**config.mk**
```make
export PLATFORM = sky130hd
export DESIGN_NAME = hbpc_top
export DESIGN_NICKNAME = d
export VERILOG_FILES = /design/src/verilog/hbpc_pkg.sv /design/src/verilog/hbpc_top.sv
export SDC_FILE = /design/constraint.sdc
export NUM_CORES = 1
export LEC_CHECK = 0
export BUFFER_PORTS_ARGS = -buffer_cell sky130_fd_sc_hd__buf_2
export CAP_MARGIN = 20
export CELL_PAD_IN_SITES_DETAIL_PLACEMENT = 1
export CELL_PAD_IN_SITES_GLOBAL_PLACEMENT = 2
export CORE_UTILIZATION = 28
export CTS_CLUSTER_DIAMETER = 150
export DETAILED_ROUTE_END_ITERATION = 16
export PLACE_DENSITY = 0.83
export SYNTH_ARGS = -nofsm -noshare
export SYNTH_HDL_FRONTEND = slang
export SYNTH_SLANG_ARGS = --single-unit
```
**constraint.sdc**
```tcl
create_clock -name i_mclk -period 2.35 [get_ports i_mclk]
set_input_delay 0 -clock i_mclk [delete_from_list [all_inputs] [get_ports i_mclk]]
set_output_delay 0 -clock i_mclk [all_outputs]
set_load 0.03 [all_outputs]
```
**src/verilog/hbpc_pkg.sv**
```systemverilog
// Shared constants and types for the host bus pin control block
package hbpc_pkg;
    // Address pin span carried by the block (A15..A1)
    localparam int ADDR_W = 15;
    // Lowest address bit that takes part in the device decode (A4)
    localparam int DEC_LSB = 4;
    // Width of the programmed base address
    localparam int BASE_W = 16;
    // Clock rate of i_mclk
    localparam int CLK_HZ = 20000000;
    // Least hold time of hardware reset after the supply is stable, in ms
    localparam int RESET_MIN_MS = 10;
    // Same hold time in clock cycles, rounded down
    localparam int RESET_MIN_CYC = (CLK_HZ / 1000) * RESET_MIN_MS;

    // Address pins together with their qualifier
    typedef struct packed {
        logic [ADDR_W-1:0] addr;
        logic qual_n;
    } hbpc_addr_t;

    // Bus width, one-hot
    typedef enum logic [2:0] {
        BW_8 = 3'h1,
        BW_16 = 3'h2,
        BW_32 = 3'h4
    } hbpc_width_t;

    // Strap sampling state, one-hot
    typedef enum logic [1:0] {
        ST_RESET = 2'h1,
        ST_RUN = 2'h2
    } hbpc_state_t;

    // Reset values of pin history and status outputs
    localparam hbpc_addr_t ADDR_RST = '{addr: 15'h0000, qual_n: 1'b1};
    localparam logic WR_N_RST = 1'b1;
    localparam logic ADS_N_RST = 1'b0;
    localparam logic PD_RST = 1'b0;
    localparam hbpc_width_t WIDTH_RST = BW_16;
endpackage

```
**src/verilog/hbpc_top.sv**
```systemverilog
// Control pins of the non-PCI host bus port: straps, decode, strobes, power-down
//
// How it works
// - Data-in pin strap, with 32-bit strap low and no EEPROM: low 8-bit, high 16-bit
// - Sync access: select high writes, low reads
// - Decode only while qualifier is low
// - Active-low async strobe performs the write
// - Latch address and qualifier on strobe rise
// - Power-down while power-down input is low
// - Select output decodes qualifier and A15-A4 match
// - EEPROM absent when its strap is low
`timescale 1ns/1ns
`default_nettype none
module hbpc_top
#(
    // Width used when an EEPROM is fitted, the 32-bit strap is low and the data-in pin is not a strap
    parameter hbpc_pkg::hbpc_width_t EEPROM_WIDTH = hbpc_pkg::BW_16
)
(
    // Clock and reset (the hardware reset pin)
    input wire logic i_mclk,
    input wire logic i_hw_reset_n,
    // Straps and configuration
    input wire logic i_eeprom_present_strap,
    input wire logic i_eeprom_serial_in,
    input wire logic i_bus32_strap,
    input wire logic i_latch_mode,
    input wire logic [hbpc_pkg::BASE_W-1:0] i_base_addr,
    // Host control pins
    input wire hbpc_pkg::hbpc_addr_t i_addr,
    input wire logic i_sync_cycle,
    input wire logic i_sync_write_read_sel,
    input wire logic i_async_write_strobe_n,
    input wire logic i_addr_latch_strobe_n,
    input wire logic i_chip_powerdown_n,
    // Decode and access outputs
    output logic o_local_device_select_n,
    output logic o_sync_wr,
    output logic o_sync_rd,
    output logic o_async_wr,
    // Status outputs
    output logic o_powerdown,
    output var hbpc_pkg::hbpc_width_t o_bus_width,
    output logic o_eeprom_present,
    output logic o_strap_valid
);
    import hbpc_pkg::*;

    // Base address match on A15..A4
    function automatic logic addr_match(input hbpc_addr_t a, input logic [BASE_W-1:0] base);
        addr_match = (a.addr[ADDR_W-1:DEC_LSB-1] == base[BASE_W-1:DEC_LSB]);
    endfunction

    // Width picked from the straps
    function automatic hbpc_width_t strap_width(input logic b32, input logic ee, input logic di);
        if (b32)
            strap_width = BW_32;
        else if (ee)
            strap_width = EEPROM_WIDTH;
        else if (di)
            strap_width = BW_16;
        else
            strap_width = BW_8;
    endfunction

    hbpc_state_t state; // Strap sampling state
    hbpc_state_t next_state;
    hbpc_width_t next_bus_width;
    logic next_eeprom_present;
    hbpc_addr_t latched; // Address captured by the latch strobe
    hbpc_addr_t next_latched;
    logic ads_n_q; // Previous latch strobe level
    logic wr_n_q; // Previous async write strobe level
    hbpc_addr_t eff_addr; // Address seen by the decode
    logic selected; // Device is addressed
    logic next_sync_wr;
    logic next_sync_rd;
    logic next_async_wr;
    logic next_powerdown;

    // Strap sampling: the first cycle after release takes the pins once
    always_comb
    begin
        next_state = state;
        next_bus_width = o_bus_width;
        next_eeprom_present = o_eeprom_present;
        case (state)
            ST_RESET:
            begin
                // Straps settle under reset, so sampling waits for release
                next_eeprom_present = i_eeprom_present_strap;
                next_bus_width = strap_width(i_bus32_strap, i_eeprom_present_strap,
                                             i_eeprom_serial_in);
                next_state = ST_RUN;
            end
            ST_RUN:
            begin
                // Held until the next reset
                next_state = ST_RUN;
            end
            default:
            begin
                next_state = ST_RESET;
            end
        endcase
    end

    // Strap registers
    always_ff @(posedge i_mclk)
    begin
        if (!i_hw_reset_n)
        begin
            state <= ST_RESET;
            o_bus_width <= WIDTH_RST;
            o_eeprom_present <= 1'b0;
            o_strap_valid <= 1'b0;
        end
        else
        begin
            state <= next_state;
            o_bus_width <= next_bus_width;
            o_eeprom_present <= next_eeprom_present;
            o_strap_valid <= (next_state == ST_RUN);
        end
    end

    // Address latch capture on the rising edge of the latch strobe
    always_comb
    begin
        next_latched = latched;
        if (!ads_n_q && i_addr_latch_strobe_n)
        begin
            next_latched = i_addr;
        end
    end

    // Decode source: latched or live pins
    always_comb
    begin
        eff_addr = i_latch_mode ? latched : i_addr;
        selected = !eff_addr.qual_n && addr_match(eff_addr, i_base_addr);
    end

    // Select output is a pure gate decode; registering it would cost the host a cycle
    assign o_local_device_select_n = !selected;

    // Access strobes and power-down
    always_comb
    begin
        next_sync_wr = selected && i_sync_cycle && i_sync_write_read_sel;
        next_sync_rd = selected && i_sync_cycle && !i_sync_write_read_sel;
        // Falling edge only, so a held-low strobe writes once
        next_async_wr = selected && wr_n_q && !i_async_write_strobe_n;
        next_powerdown = !i_chip_powerdown_n;
    end

    // Pin history and access registers
    always_ff @(posedge i_mclk)
    begin
        if (!i_hw_reset_n)
        begin
            latched <= ADDR_RST;
            ads_n_q <= ADS_N_RST;
            wr_n_q <= WR_N_RST;
            o_sync_wr <= 1'b0;
            o_sync_rd <= 1'b0;
            o_async_wr <= 1'b0;
            o_powerdown <= PD_RST;
        end
        else
        begin
            latched <= next_latched;
            ads_n_q <= i_addr_latch_strobe_n;
            wr_n_q <= i_async_write_strobe_n;
            o_sync_wr <= next_sync_wr;
            o_sync_rd <= next_sync_rd;
            o_async_wr <= next_async_wr;
            o_powerdown <= next_powerdown;
        end
    end
endmodule
`default_nettype wire
```
-- Yosys cells after proc, flatten, opt, wreduce, memory -nomap -nowiden
Cells that the tools add are included.
- $add $sub $neg: 0
- multipliers: 0
- divide/modulo/power cells: 0
- order comparisons: 0
- equal/unequal tests: 4
- shifts and indexed selects: 0
- multiplexer cells: 5
- bitwise gates (word level): 0
- reductions and logical operators: 14
- operators with widths (operator ; number):
    $mux 16 ; 1
    $eq 12x12->1 ; 1
    $logic_and 1x1->1 ; 7
    $logic_not 1->1 ; 6
    $mux 2 ; 3
    $eq 2x2->1 const B ; 2
    $mux 3 ; 1
    $eq 2x1->1 const B ; 1
    $reduce_or 2->1 ; 1
- bits in registers: 29
- bits in latches: 0
- RAM bits: 0
- bits in read-only memories: 0
- input bits: 43
- output and inout port bits: 10
- word-level logic and storage cells: 35
- memories kept: 0

-- Depth between registers and ports, before layout
Gate-level depths: netlist (run 1).
- depth after elaboration: 5
- depth in mapped cells: 6
- gate-level depth less buffers: 5

-- Least setup slack after synthesis (run 1)
Ideal clock, no wire load.
- path kind: register to output
- from: reg latched[14] (netlist bit)
- to: out o_local_device_select_n
- arrival: 1.668 ns
- data required time: 2.350 ns
- setup slack: 0.682 ns
- stages on the path, launching flop included: 5
- buffers on the path: 0
- cells stage by stage: dfxtp_1 > mux2_2 > a222oi_1 > nand3_1 > or4_1
- longest elaborated chain between the ends: 4
- RTL lines (what ; RTL line ; source):
    start, declared ; hbpc_top.sv:70 ; hbpc_addr_t latched;
    start signal, assigned ; hbpc_top.sv:172 ; latched <= next_latched;
    $mux 16 ; hbpc_top.sv:140 ; eff_addr = i_latch_mode ? latched : i_addr;
    $eq 12x12->1 ; hbpc_top.sv:51 ; addr_match = (a.addr[ADDR_W-1:DEC_LSB-1] == base[BASE_W-1:DEC_LSB]);
    $logic_and 1x1->1 ; hbpc_top.sv:141 ; selected = !eff_addr.qual_n && addr_match(eff_addr, i_base_addr);
    $logic_not 1->1 ; hbpc_top.sv:145 ; assign o_local_device_select_n = !selected;
    end, declared ; hbpc_top.sv:37 ; output logic o_local_device_select_n,
Every way passes these cells.

-- Final worst setup path (run 1)
- from: in i_addr[14] (netlist bit)
- to: out o_local_device_select_n
- longest elaborated chain between the ends: 4
- RTL lines (what ; RTL line ; source):
    start, declared ; hbpc_top.sv:30 ; input wire hbpc_pkg::hbpc_addr_t i_addr,
    $mux 16 ; hbpc_top.sv:140 ;
    $eq 12x12->1 ; hbpc_top.sv:51 ;
    $logic_and 1x1->1 ; hbpc_top.sv:141 ;
    $logic_not 1->1 ; hbpc_top.sv:145 ;
Every way passes these cells.

==> metrics.txt, run 1 <==
Initial Utilization 0.2967; Post-CTS Setup Inserts 0; leak pwr 0.7274 nW; syn_area_per_cell ~9 sq um; worst path required time roughly 2.4 ns; post-route ant nets 0; max_slew headroom 0.6250; Fin. Hold Viols 2; area grow syn2layout 34.16%; Critical Path End Type primary output; synthesized area 1212 sq um; utilization after layout 0.3980; violated checks hold timing; max-slew violation count 0; number of global-route vias before repair approximately 1100; Fill cells 510; Clock Skew about 0.0012 ns; final setup fails 0; Root Driver clkbuf_8; Synth Warn # 0; Critical Path AT approximately 2.2 ns; post-CTS resize count 0; drt pass-1 iters 4; hpwl dp 2296 um; pwr dens 646.0 nW/um^2; type of origin of the critical path input port; Worst Tran Pin Value 0.5624 ns; status complete, but fails checks; H-tree Lvls 1; CTS tree done; die width approximately 68 um; starting DRC count in detailed routing 17; Nets 234; antenna cells 0; fraction of the cycle the final worst path needs 0.9259; Hold WC Path Type input port to flip-flop; RSZ-0062 raised after global routing no; global-route wire length before repair 5057 um; via count 1092; largest net degree at the start of global routing 25; layout cells sized above 1 0.2804; placed cell area between 1000 and 1500 sq um; total of max-cap violations 0; Multi-input gate area between 600 and 700 sq um; die area 4598 sq um; Final Instance Area 1627 sq um; smallest hold slack -0.002727 ns; Seq/Total Area, Yosys 0.4128; fmax ~460 MHz; Setup TNS 0 ns; maximum VDD drop 188.4 uV; vias per inst 4.569; WL final 3039 um; synthesized net count around 180; Max FO, Critical Path 4; detailed-route wire length per cell 12.72 um; Die Y 67.81 um; register area 500.5 sq um; clk_lat worst skew 0.26 ns; detailed-route DRC error count 0; worst slack, placed 0.3233 ns; # port buffers between 40 and 50; global route overflow 0; fin crit period 2.176 ns; count of unique library cells instantiated by Yosys 28; initial antenna violation count 0; I/O pin count 53; critical path class input port to primary output; # clock sinks 25; Clk pin slew, worst setup/hold paths 0.09 ns; setup slack after layout 0.1741 ns; Total GRT Usage 0.1469; synthesis-stage register bit count 25; core area just over 4000 sq um; hold buffers post-CTS 11; gpl congestion 0.7636; Core Rows 23; Syn Inst Count 133; Max clock buf depth 2; CTS buffer count 3
## power by group
group / switching (W) / total (W) / internal [W]
registers: 0.0000198 / 0.000491 / 0.000471
logic: 0.000171 / 0.000303 / 0.000132
clock network: 0.000136 / 0.000257 / 0.000121
total: 0.000327 / 0.00105 / 0.000724
## registers in the layout, indices dropped and copies added (netlist names)
signal	cells
o_powerdown	1
latched	13
o_sync_wr	1
wr_n_q	1
o_sync_rd	1
o_strap_valid	1
o_bus_width	3
o_eeprom_present	1
state	1
o_async_wr	1
ads_n_q	1
## cells by family (layout without fill, tap and decap cells)
kind of cell             count (synthesis)  after routing  share of synthesized area
AND/OR/NAND/NOR                         49             49                     0.1889
flip-flops                              25             25                     0.4128
XOR/XNOR                                 9              9                    0.06502
multiplexers                            15             15                     0.1362
AO/OA/AOI/OAI                           21             21                     0.1269
buffers and inverters                   13             69                    0.05986
adder cells (fa/ha/maj)                  1              1                    0.01032
## per-stage QoR
step / hold WS [ns] / power [W] / std cells
after global placement: 0.1562 / 0.0007797 / 223
after global routing: 0.01151 / 0.001124 / 239
after detailed placement: 0.1607 / 0.0007926 / 223
final: -0.002727 / 0.001051 / 239
after floorplan: 0.07161 / 0.0007018 / 133
after CTS: 0.002032 / 0.001063 / 238
## metal layers
layer	GRT usage	routed length, um
met5	0	0
met4	0.03125	0
met3	0.02534	105
met2	0.2797	1612
met1	0.1680	1321
## Yosys cell counts, drive strengths merged
library cell,count,share of area
nand2,29,0.090
dfxtp,25,0.41
mux2i,13,0.12
a21boi,12,0.074
inv,7,0.022
nor2b,6,0.031
xor2,6,0.043
clkbuf,4,0.012
nor2,3,0.0093
nor4,3,0.015
o21ai,3,0.012
xnor2,3,0.022
a211oi,2,0.012
buf,2,0.026
mux2,2,0.019
nand3,2,0.0083
o2111ai,2,0.014
or4,2,0.015
a222oi,1,0.0083
and2,1,0.0052
ha,1,0.010
nand2b,1,0.0052
nand4,1,0.0052
nor3,1,0.0041
o22ai,1,0.0052
## cell type report
| cell class | count | area share |
|---|---|---|
| clock buffer | 4 | 0.02769 |
| inverter | 7 | 0.01615 |
| multi-input combinational | 95 | 0.3931 |
| sequential | 25 | 0.3077 |
| tap | 50 | 0.03846 |
| timing repair buffer | 58 | 0.2169 |
## worst paths after layout
path / from / endpoint / slack, ns / depth (start not counted)
max: i_addr[14] / o_local_device_select_n / 0.17 / 7
min: i_addr[8] / latched[8] / -0.003 / 3
max reg2reg: latched[14] / o_sync_wr / 0.82 / 4
min reg2reg: latched[7] / latched[7] / 0.47 / 2
## critical path: stages
cell and delay, ns:
dlygate4sd3_1 0.54, buf_2 0.13, mux2_2 0.27, a222oi_1 0.30, nand3_1 0.21, or4_1 0.54, buf_2 0.19
## cells in the final DEF (no fill, tap or decap), types with 6 or more instances in the layout
cell / Yosys / layout
a21boi_0: 12 / 12
buf_2: 0 / 45
dfxtp_1: 25 / 25
dlygate4sd3_1: 0 / 12
inv_1: 7 / 7
mux2i_1: 12 / 12
nand2_1: 29 / 29
nor2b_1: 6 / 6
xor2_1: 6 / 6
No activity file was read; power rests on OpenSTA's default activity.
==> run 2: changes to the inputs <==
CORE_MARGIN = 2   (was default)
PLACE_DENSITY = default   (was 0.83)
PLACE_DENSITY_LB_ADDON = 0.3   (was default)
==> run 2 against run 1 <==
Compared with the run above: the run now ends clean; total power grew 0.42%; via count grew 2.1%; clock-buffer cell count shrank 1; global-route usage shrank 1.4 points; largest power group unchanged; critical path type unchanged; sequential share of layout area shrank 0.40 points; cell area grew 1.3%; worst hold slack gained 0.0073 ns; register-to-register slack gained 0.07 ns; combinational power is essentially flat; die area grew 6.0%; highest routed layer is now met4; sequential power is essentially flat; final cell count grew 0.84%.
==> metrics.txt, run 2 (synthesis results as in run 1) <==
Max FO, Critical Path 4 (unchanged); Initial Utilization 0.2967 (unchanged); pwr dens 640.3 nW/um^2 (-0.88%); Critical Path AT 2.13 ns (-0.05 ns); R2R Setup Slk 0.89 ns (+0.07 ns); post-CTS resize count 0 (unchanged); reg-to-reg critical path endpoint o_sync_rd; hpwl dp 2347 um (+2.2%); largest net degree at the start of global routing 25 (unchanged); core area 4086 sq um (unchanged); fmax 469.8 MHz (+2.2%); commonest cells after routing, fill and taps aside buf_2 (45), nand2_1 (29), dfxtp_1 (25); I/O pin count 53 (unchanged); # port buffers 45 (unchanged); gpl congestion 0.7213 (-5.5%); CTS tree done; worst setup path start i_addr[14]; CTS buffer count 3 (unchanged); critical hold path startpoint i_addr[11]; starting DRC count in detailed routing 22 (+5); via count 1115 (+2.1%); type of origin of the critical path input port; max incr delay on CP 0.54 ns (about the same); # clock sinks 25 (unchanged); initial antenna violation count 0 (unchanged); leak pwr 0.7384 nW (+1.5%); Root Driver clkbuf_8; Setup TNS 0 ns (unchanged); WHS Endpoint latched[11]; number of global-route vias before repair 1181 (+3.1%); Reg with most FFs latched; Total GRT Usage 0.1329 (-0.01400); maximum VDD drop 205.4 uV (+9.1%); max_slew headroom 0.6396 (+0.01456); H-tree Lvls 1 (unchanged); detailed-route DRC error count 0 (unchanged); total of max-cap violations 0 (unchanged); WL final 3088 um (+1.6%); fraction of the cycle the final worst path needs 0.9058 (-0.02009); clk_lat worst skew 0.26 ns (about the same); Critical Path Most Common Cell buf_2; global-route wire length before repair 5271 um (+4.2%); global route overflow 0 (unchanged); Hold WC Path Type input port to flip-flop; Die Y 69.81 um (+2.9%); detailed-route wire length per cell 12.81 um (+0.77%); Core Rows 23 (unchanged); Largest register FFs 13 (unchanged); fin crit period 2.129 ns (-0.04721 ns); worst path required time 2.35 ns (about the same); max-slew violation count 0 (unchanged); most common cell after layout, fill and taps aside buf_2; Nets 236 (+0.85%); WHS Path Cells 3 (unchanged); Fin. Hold Viols 0 (-2); die width 69.81 um (+2.9%); vias per inst 4.627 (+1.3%); layout cells sized above 1 0.2827 (+0.002299); post-route ant nets 0 (unchanged); placed cell count 223 (unchanged); CP Cell Sequence dlygate4sd3_1 > buf_2 > mux2_2 > a222oi_1 > nand3_1 > or4_1 > buf_2; final setup fails 0 (unchanged); Clock Skew 0.001542 ns (+0.0003082 ns); die area 4873 sq um (+6.0%); antenna cells 0 (unchanged); RR Startpoint latched[7]; area grow syn2layout 35.91%; status complete, no violations; Clk pin slew, worst setup/hold paths 0.09 ns (about the same); final std cells w/o fill 241 (+0.84%); RSZ-0062 raised after global routing no; Crit-path slowest cell dlygate4sd3_1; drt pass-1 iters 4 (unchanged); Worst Tran Pin Value 0.5406 ns (-0.02184 ns); Largest regs latched (13), o_bus_width (3); critical path class input port to primary output; Fill cells 511 (+0.20%); Max clock buf depth 2 (unchanged); Critical Path End Type primary output; R2R cell count 4 (unchanged)
-- run 2: timing repair --
item                                   in CTS  in global routing
setup buffers                               0                  0
endpoints found under the hold margin      13                  1
hold buffers                               13                  1
-- run 2: per-stage QoR --
step           power [W]  hold slack, ns    util  instance area [sq um]  setup WS, ns
6_report        0.001055        0.004572  0.4032                   1648        0.2213
5_1_grt         0.001129         0.01001  0.4032                   1648        0.1570
4_1_cts         0.001072      0.00007230  0.4008                   1638        0.2429
3_5_place_dp   0.0007948          0.1621  0.3576                   1461        0.3979
3_3_place_gp   0.0007823          0.1562  0.3576                   1461        0.4029
2_1_floorplan  0.0007018         0.07161       -                   1212        0.6818
-- run 2: worst max path at each step --
stage                                         end
after CTS                 o_local_device_select_n
after global routing      o_local_device_select_n
final                     o_local_device_select_n
after floorplan           o_local_device_select_n
after detailed placement  o_local_device_select_n
after global placement    o_local_device_select_n
-- run 2: metal layers --
layer	global-route usage	part of all wire	vias up
li1	-	-	570
met1	0.1615	0.46	517
met2	0.2392	0.49	26
met3	0.02616	0.041	2
met4	0.03205	0.0045	0
met5	0	0	-
-- run 2: area by class of cell --
| type | count | area [sq um] | area share |
|---|---|---|---|
| Inverter | 7 | 26.28 | 0.01595 |
| Clock buffer | 3 | 41.29 | 0.02506 |
| Multi-Input combinational cell | 95 | 639.4 | 0.3880 |
| Sequential cell | 25 | 500.5 | 0.3037 |
| Timing Repair Buffer | 60 | 372.9 | 0.2263 |
| Tap cell | 50 | 62.56 | 0.03797 |
| Clock inverter | 1 | 5.005 | 0.003037 |
-- run 2: report_power, final --
part           switching [W]  internal (W)
Combinational       0.000172      0.000135
Clock               0.000138      0.000118
Sequential         0.0000204      0.000471
-- run 2: worst max-delay path, delay by kind of cell --
kind | cells | cell delay [ns]
buf+inv | 3 | 0.86
simple gates | 2 | 0.71
compound gates | 1 | 0.28
mux | 1 | 0.26
==> run 3: changes to the inputs <==
ABC_AREA = 1   (was default)
CORE_ASPECT_RATIO = 1.5   (was default)
CORE_UTILIZATION = 25   (was 28)
==> run 3 against run 2 <==
Compared with the run above: cell area is 8.3% higher; synthesized cell count is 52% higher; combinational power is 11% higher; critical path depth increased by 5; largest cell class unchanged; worst hold slack worse by 0.0015 ns; first-iteration DRC count is 55% higher; global-route usage rose by 0.43 points; clock skew about the same; highest routed layer unchanged; wire length grew 17%; critical path type is now input port to flip-flop; final cell count increased by 37%.
==> metrics.txt, run 3 <==
total of max-cap violations 0 (unchanged); Largest regs latched (13), o_bus_width (3); Hold WC Path Type input port to flip-flop; worst path required time 2.56 ns (+0.21 ns); final setup fails 0 (unchanged); via count 1423 (+28%); max-slew violation count 0 (unchanged); Largest register FFs 13 (unchanged); critical hold path startpoint i_eeprom_serial_in; Crit-path slowest cell dlygate4sd3_1; hpwl dp 2608 um (+11%); synthesis-stage register bit count 25 (unchanged); cell-internal power 0.0007275 W (+0.43%); Post-CTS Setup Inserts 0 (unchanged); Max clock buf depth 2 (unchanged); detailed-route wire length per cell 10.90 um (-15%); post-synthesis mux area share 0 (-0.1362); commonest cells after routing, fill and taps aside nand2_1 (65), buf_2 (45), nor2_1 (30); starting DRC count in detailed routing 34 (+55%); Clock Skew 0.001137 ns (-0.0004048 ns); Sw Share 0.3409 (+0.02753); Synth Area in Simple Gates 0.3712 (+0.1824); WHS Path Cells 4 (+1); Synth top area share 0.3918 (-0.02102); Root Driver clkbuf_8; Max FO, Critical Path 2 (-2); Core Rows 31 (+35%); Post-synth top flop dfxtp_1; CTS buffer count 3 (unchanged); max incr delay on CP 0.55 ns (about the same); core area 4887 sq um (+20%); most common cell after layout, fill and taps aside nand2_1; type of origin of the critical path input port; initial antenna violation count 0 (unchanged); Worst Tran Pin Value 0.3669 ns (-0.1737 ns); H-tree Lvls 1 (unchanged); CP Cell Sequence dlygate4sd3_1 > buf_2 > inv_1 > nand2_1 > nand3b_1 > nand2_1 > nor2_1 > nand2_1 > nor2_2 > nand3_1 > nor2_1 > dlygate4sd3_1; most instantiated library cell after synthesis nand2_1; Setup TNS 0 ns (unchanged); max_slew headroom 0.7554 (+0.1158); Post-synth top cells nand2_1 (65), nor2_1 (30), inv_1 (26), dfxtp_1 (25), o21ai_0 (16); placed cell count 308 (+38%); Crit path max-delay family buffers and inverters; Syn Inst Count 202 (+52%); Nets 310 (+31%); clock power share 0.234 (-0.010); synth top area cells dfxtp_1 (39%), nand2_1 (19%), nor2_1 (8.8%), inv_1 (7.6%), o21ai_0 (6.3%); CTS tree done; Initial Utilization 0.2614 (-0.03530); fraction of the cycle the final worst path needs 0.7476 (-0.1582); pwr dens 618.7 nW/um^2 (-3.4%); Fill cells 680 (+33%); count of unique library cells instantiated by Yosys 18 (-36%); Worst path depth 12 (+5); largest net degree at the start of global routing 21 (-16%); area fraction in compound gates after synthesis 0.1077 (-0.01920); WL final 3608 um (+17%); worst setup path start i_addr[9]; synthesized net count 246 (+39%); Synth Warn # 0 (unchanged); die area 5710 sq um (+17%); Die Y 91.55 um (+31%); Total GRT Usage 0.1372 (+0.004333); global-route wire length before repair 6389 um (+21%); global route overflow 0 (unchanged); leak pwr 0.9501 nW (+29%); R2R cell count 9 (+5); final std cells w/o fill 331 (+37%); fmax 569.2 MHz (+21%); clk_lat worst skew 0.26 ns (about the same); vias per inst 4.299 (-7.1%); drt pass-1 iters 4 (unchanged); detailed-route DRC error count 0 (unchanged); Critical Path End Type flip-flop; Final Instance Area 1784 sq um (+8.3%); post-route ant nets 0 (unchanged); post-synthesis async set-or-reset flop share 0 (unchanged); Clk pin slew, worst setup/hold paths 0.09 ns (about the same); Synth Area in Adders 0.009794 (-0.0005256); gpl congestion 0.7408 (+2.7%); Critical Path Most Common Cell nand2_1; number of synthesized flops with an enable pin 0 (unchanged); post-CTS resize count 0 (unchanged); placed cell area 1548 sq um (+5.9%); # port buffers 45 (unchanged); RSZ-0062 raised after global routing no; Synth Area in XOR/XNOR 0 (-0.06502); I/O pin count 53 (unchanged); area grow syn2layout 39.67%; largest family of logic cells by synthesized area simple AND/OR/NAND/NOR gates; hold buffers post-CTS 19 (+6); number of global-route vias before repair 1432 (+21%); syn_area_per_cell 6.324 sq um (-31%); synthesized area 1277 sq um (+5.4%); critical path class input port to flip-flop; status complete, no violations; die width 62.37 um (-11%); # clock sinks 25 (unchanged); Fin. Hold Viols 0 (unchanged); sequential share of power 0.459 (-0.007); RR Startpoint latched[7]; Seq/Total Area, Yosys 0.3918 (-0.02102); maximum VDD drop 496.3 uV (+140%); antenna cells 0 (unchanged); Reg with most FFs latched; cell taking the most area after synthesis dfxtp_1; Comb pwr share 0.307 (+0.017); NetSw 0.0003764 W (+14%); layout cells sized above 1 0.2075 (-0.07518); fin crit period 1.757 ns (-0.3717 ns); crit path buf inv count 4 (+1); Critical Path AT 1.97 ns (-0.16 ns)
==> run 3: changes by cell type in the layout (fill, tap and decap cells not counted), sizes merged, moves of 5 or more <==
| cell | previous run | this run |
|---|---|---|
| dlygate4sd3 | 14 | 19 |
| nand3 | 2 | 14 |
| inv | 7 | 27 |
| nor2b | 6 | 0 |
| nand2 | 29 | 67 |
| mux2i | 13 | 0 |
| a21oi | 0 | 7 |
| o21ai | 3 | 16 |
| nor2 | 3 | 31 |
| xor2 | 6 | 0 |
| a21boi | 12 | 0 |
==> run 3: final timing paths <==
kind                    endpoint  slack, ns
setup / recovery       o_sync_wr       0.59
hold / removal    o_bus_width[0]      0.003
setup reg to reg       o_sync_wr       0.62
hold reg to reg       o_async_wr       0.45
==> run 3: cell families (layout without fill, tap and decap cells) <==
logic type      Yosys count  after routing
simple gates            116            116
buf+inv                  34             97
compound gates           26             26
flops                    25             25
fa+ha+maj                 1              1
==> run 3: through the flow <==
| step | hold slack (ns) | utilization | total power [W] | setup WS (ns) |
|---|---|---|---|---|
| 5_1_grt | 0.01800 | 0.3651 | 0.001197 | 0.3734 |
| 3_3_place_gp | 0.1573 | 0.3167 | 0.0008351 | 0.9715 |
| 3_5_place_dp | 0.1594 | 0.3167 | 0.0008388 | 0.9645 |
| 6_report | 0.003048 | 0.3651 | 0.001104 | 0.5930 |
| 2_1_floorplan | 0.07238 | - | 0.0007308 | 1.194 |
| 4_1_cts | 0.006672 | 0.3651 | 0.001122 | 0.5591 |
==> run 3: worst register-to-register path, cell delays in order (launching register included) <==
cell and delay [ns]:
dfxtp_1 0.38, nand2_1 0.06, nand3_1 0.09, nand2_1 0.05, nor2_1 0.11, nand2_1 0.06
nor2_1 0.16, nand3_1 0.13, nor2_1 0.09, dlygate4sd3_1 0.54
==> run 3: routing by layer <==
| layer | up-vias | track usage | part of all wire | wire (um) |
|---|---|---|---|---|
| li1 | 747 | - | - | - |
| met1 | 642 | 0.1575 | 0.43 | 1565 |
| met2 | 32 | 0.2591 | 0.51 | 1849 |
| met3 | 2 | 0.02850 | 0.046 | 167 |
| met4 | 0 | 0.02778 | 0.0069 | 25 |
| met5 | - | 0 | 0 | 0 |
==> run 3: power groups by stage <==
stage / Combinational [W] / Sequential, W / Clock [W]
floorplan: 0.000154 / 0.000577 / 0
global placement: 0.000319 / 0.000516 / 0
detailed placement: 0.000323 / 0.000516 / 0
CTS: 0.000347 / 0.000506 / 0.000269
global route: 0.000389 / 0.000515 / 0.000292
finish: 0.000339 / 0.000506 / 0.000258
==> run 3: area by class of cell <==
cell class | instances | area [sq um] | area share
Multi-Input combinational cell | 143 | 624.3 | 0.3499
Sequential cell | 25 | 500.5 | 0.2805
Timing Repair Buffer | 65 | 422.9 | 0.2370
Clock buffer | 3 | 41.29 | 0.02314
Inverter | 28 | 107.6 | 0.06031
Clock inverter | 1 | 5.005 | 0.002805
Tap cell | 66 | 82.58 | 0.04628
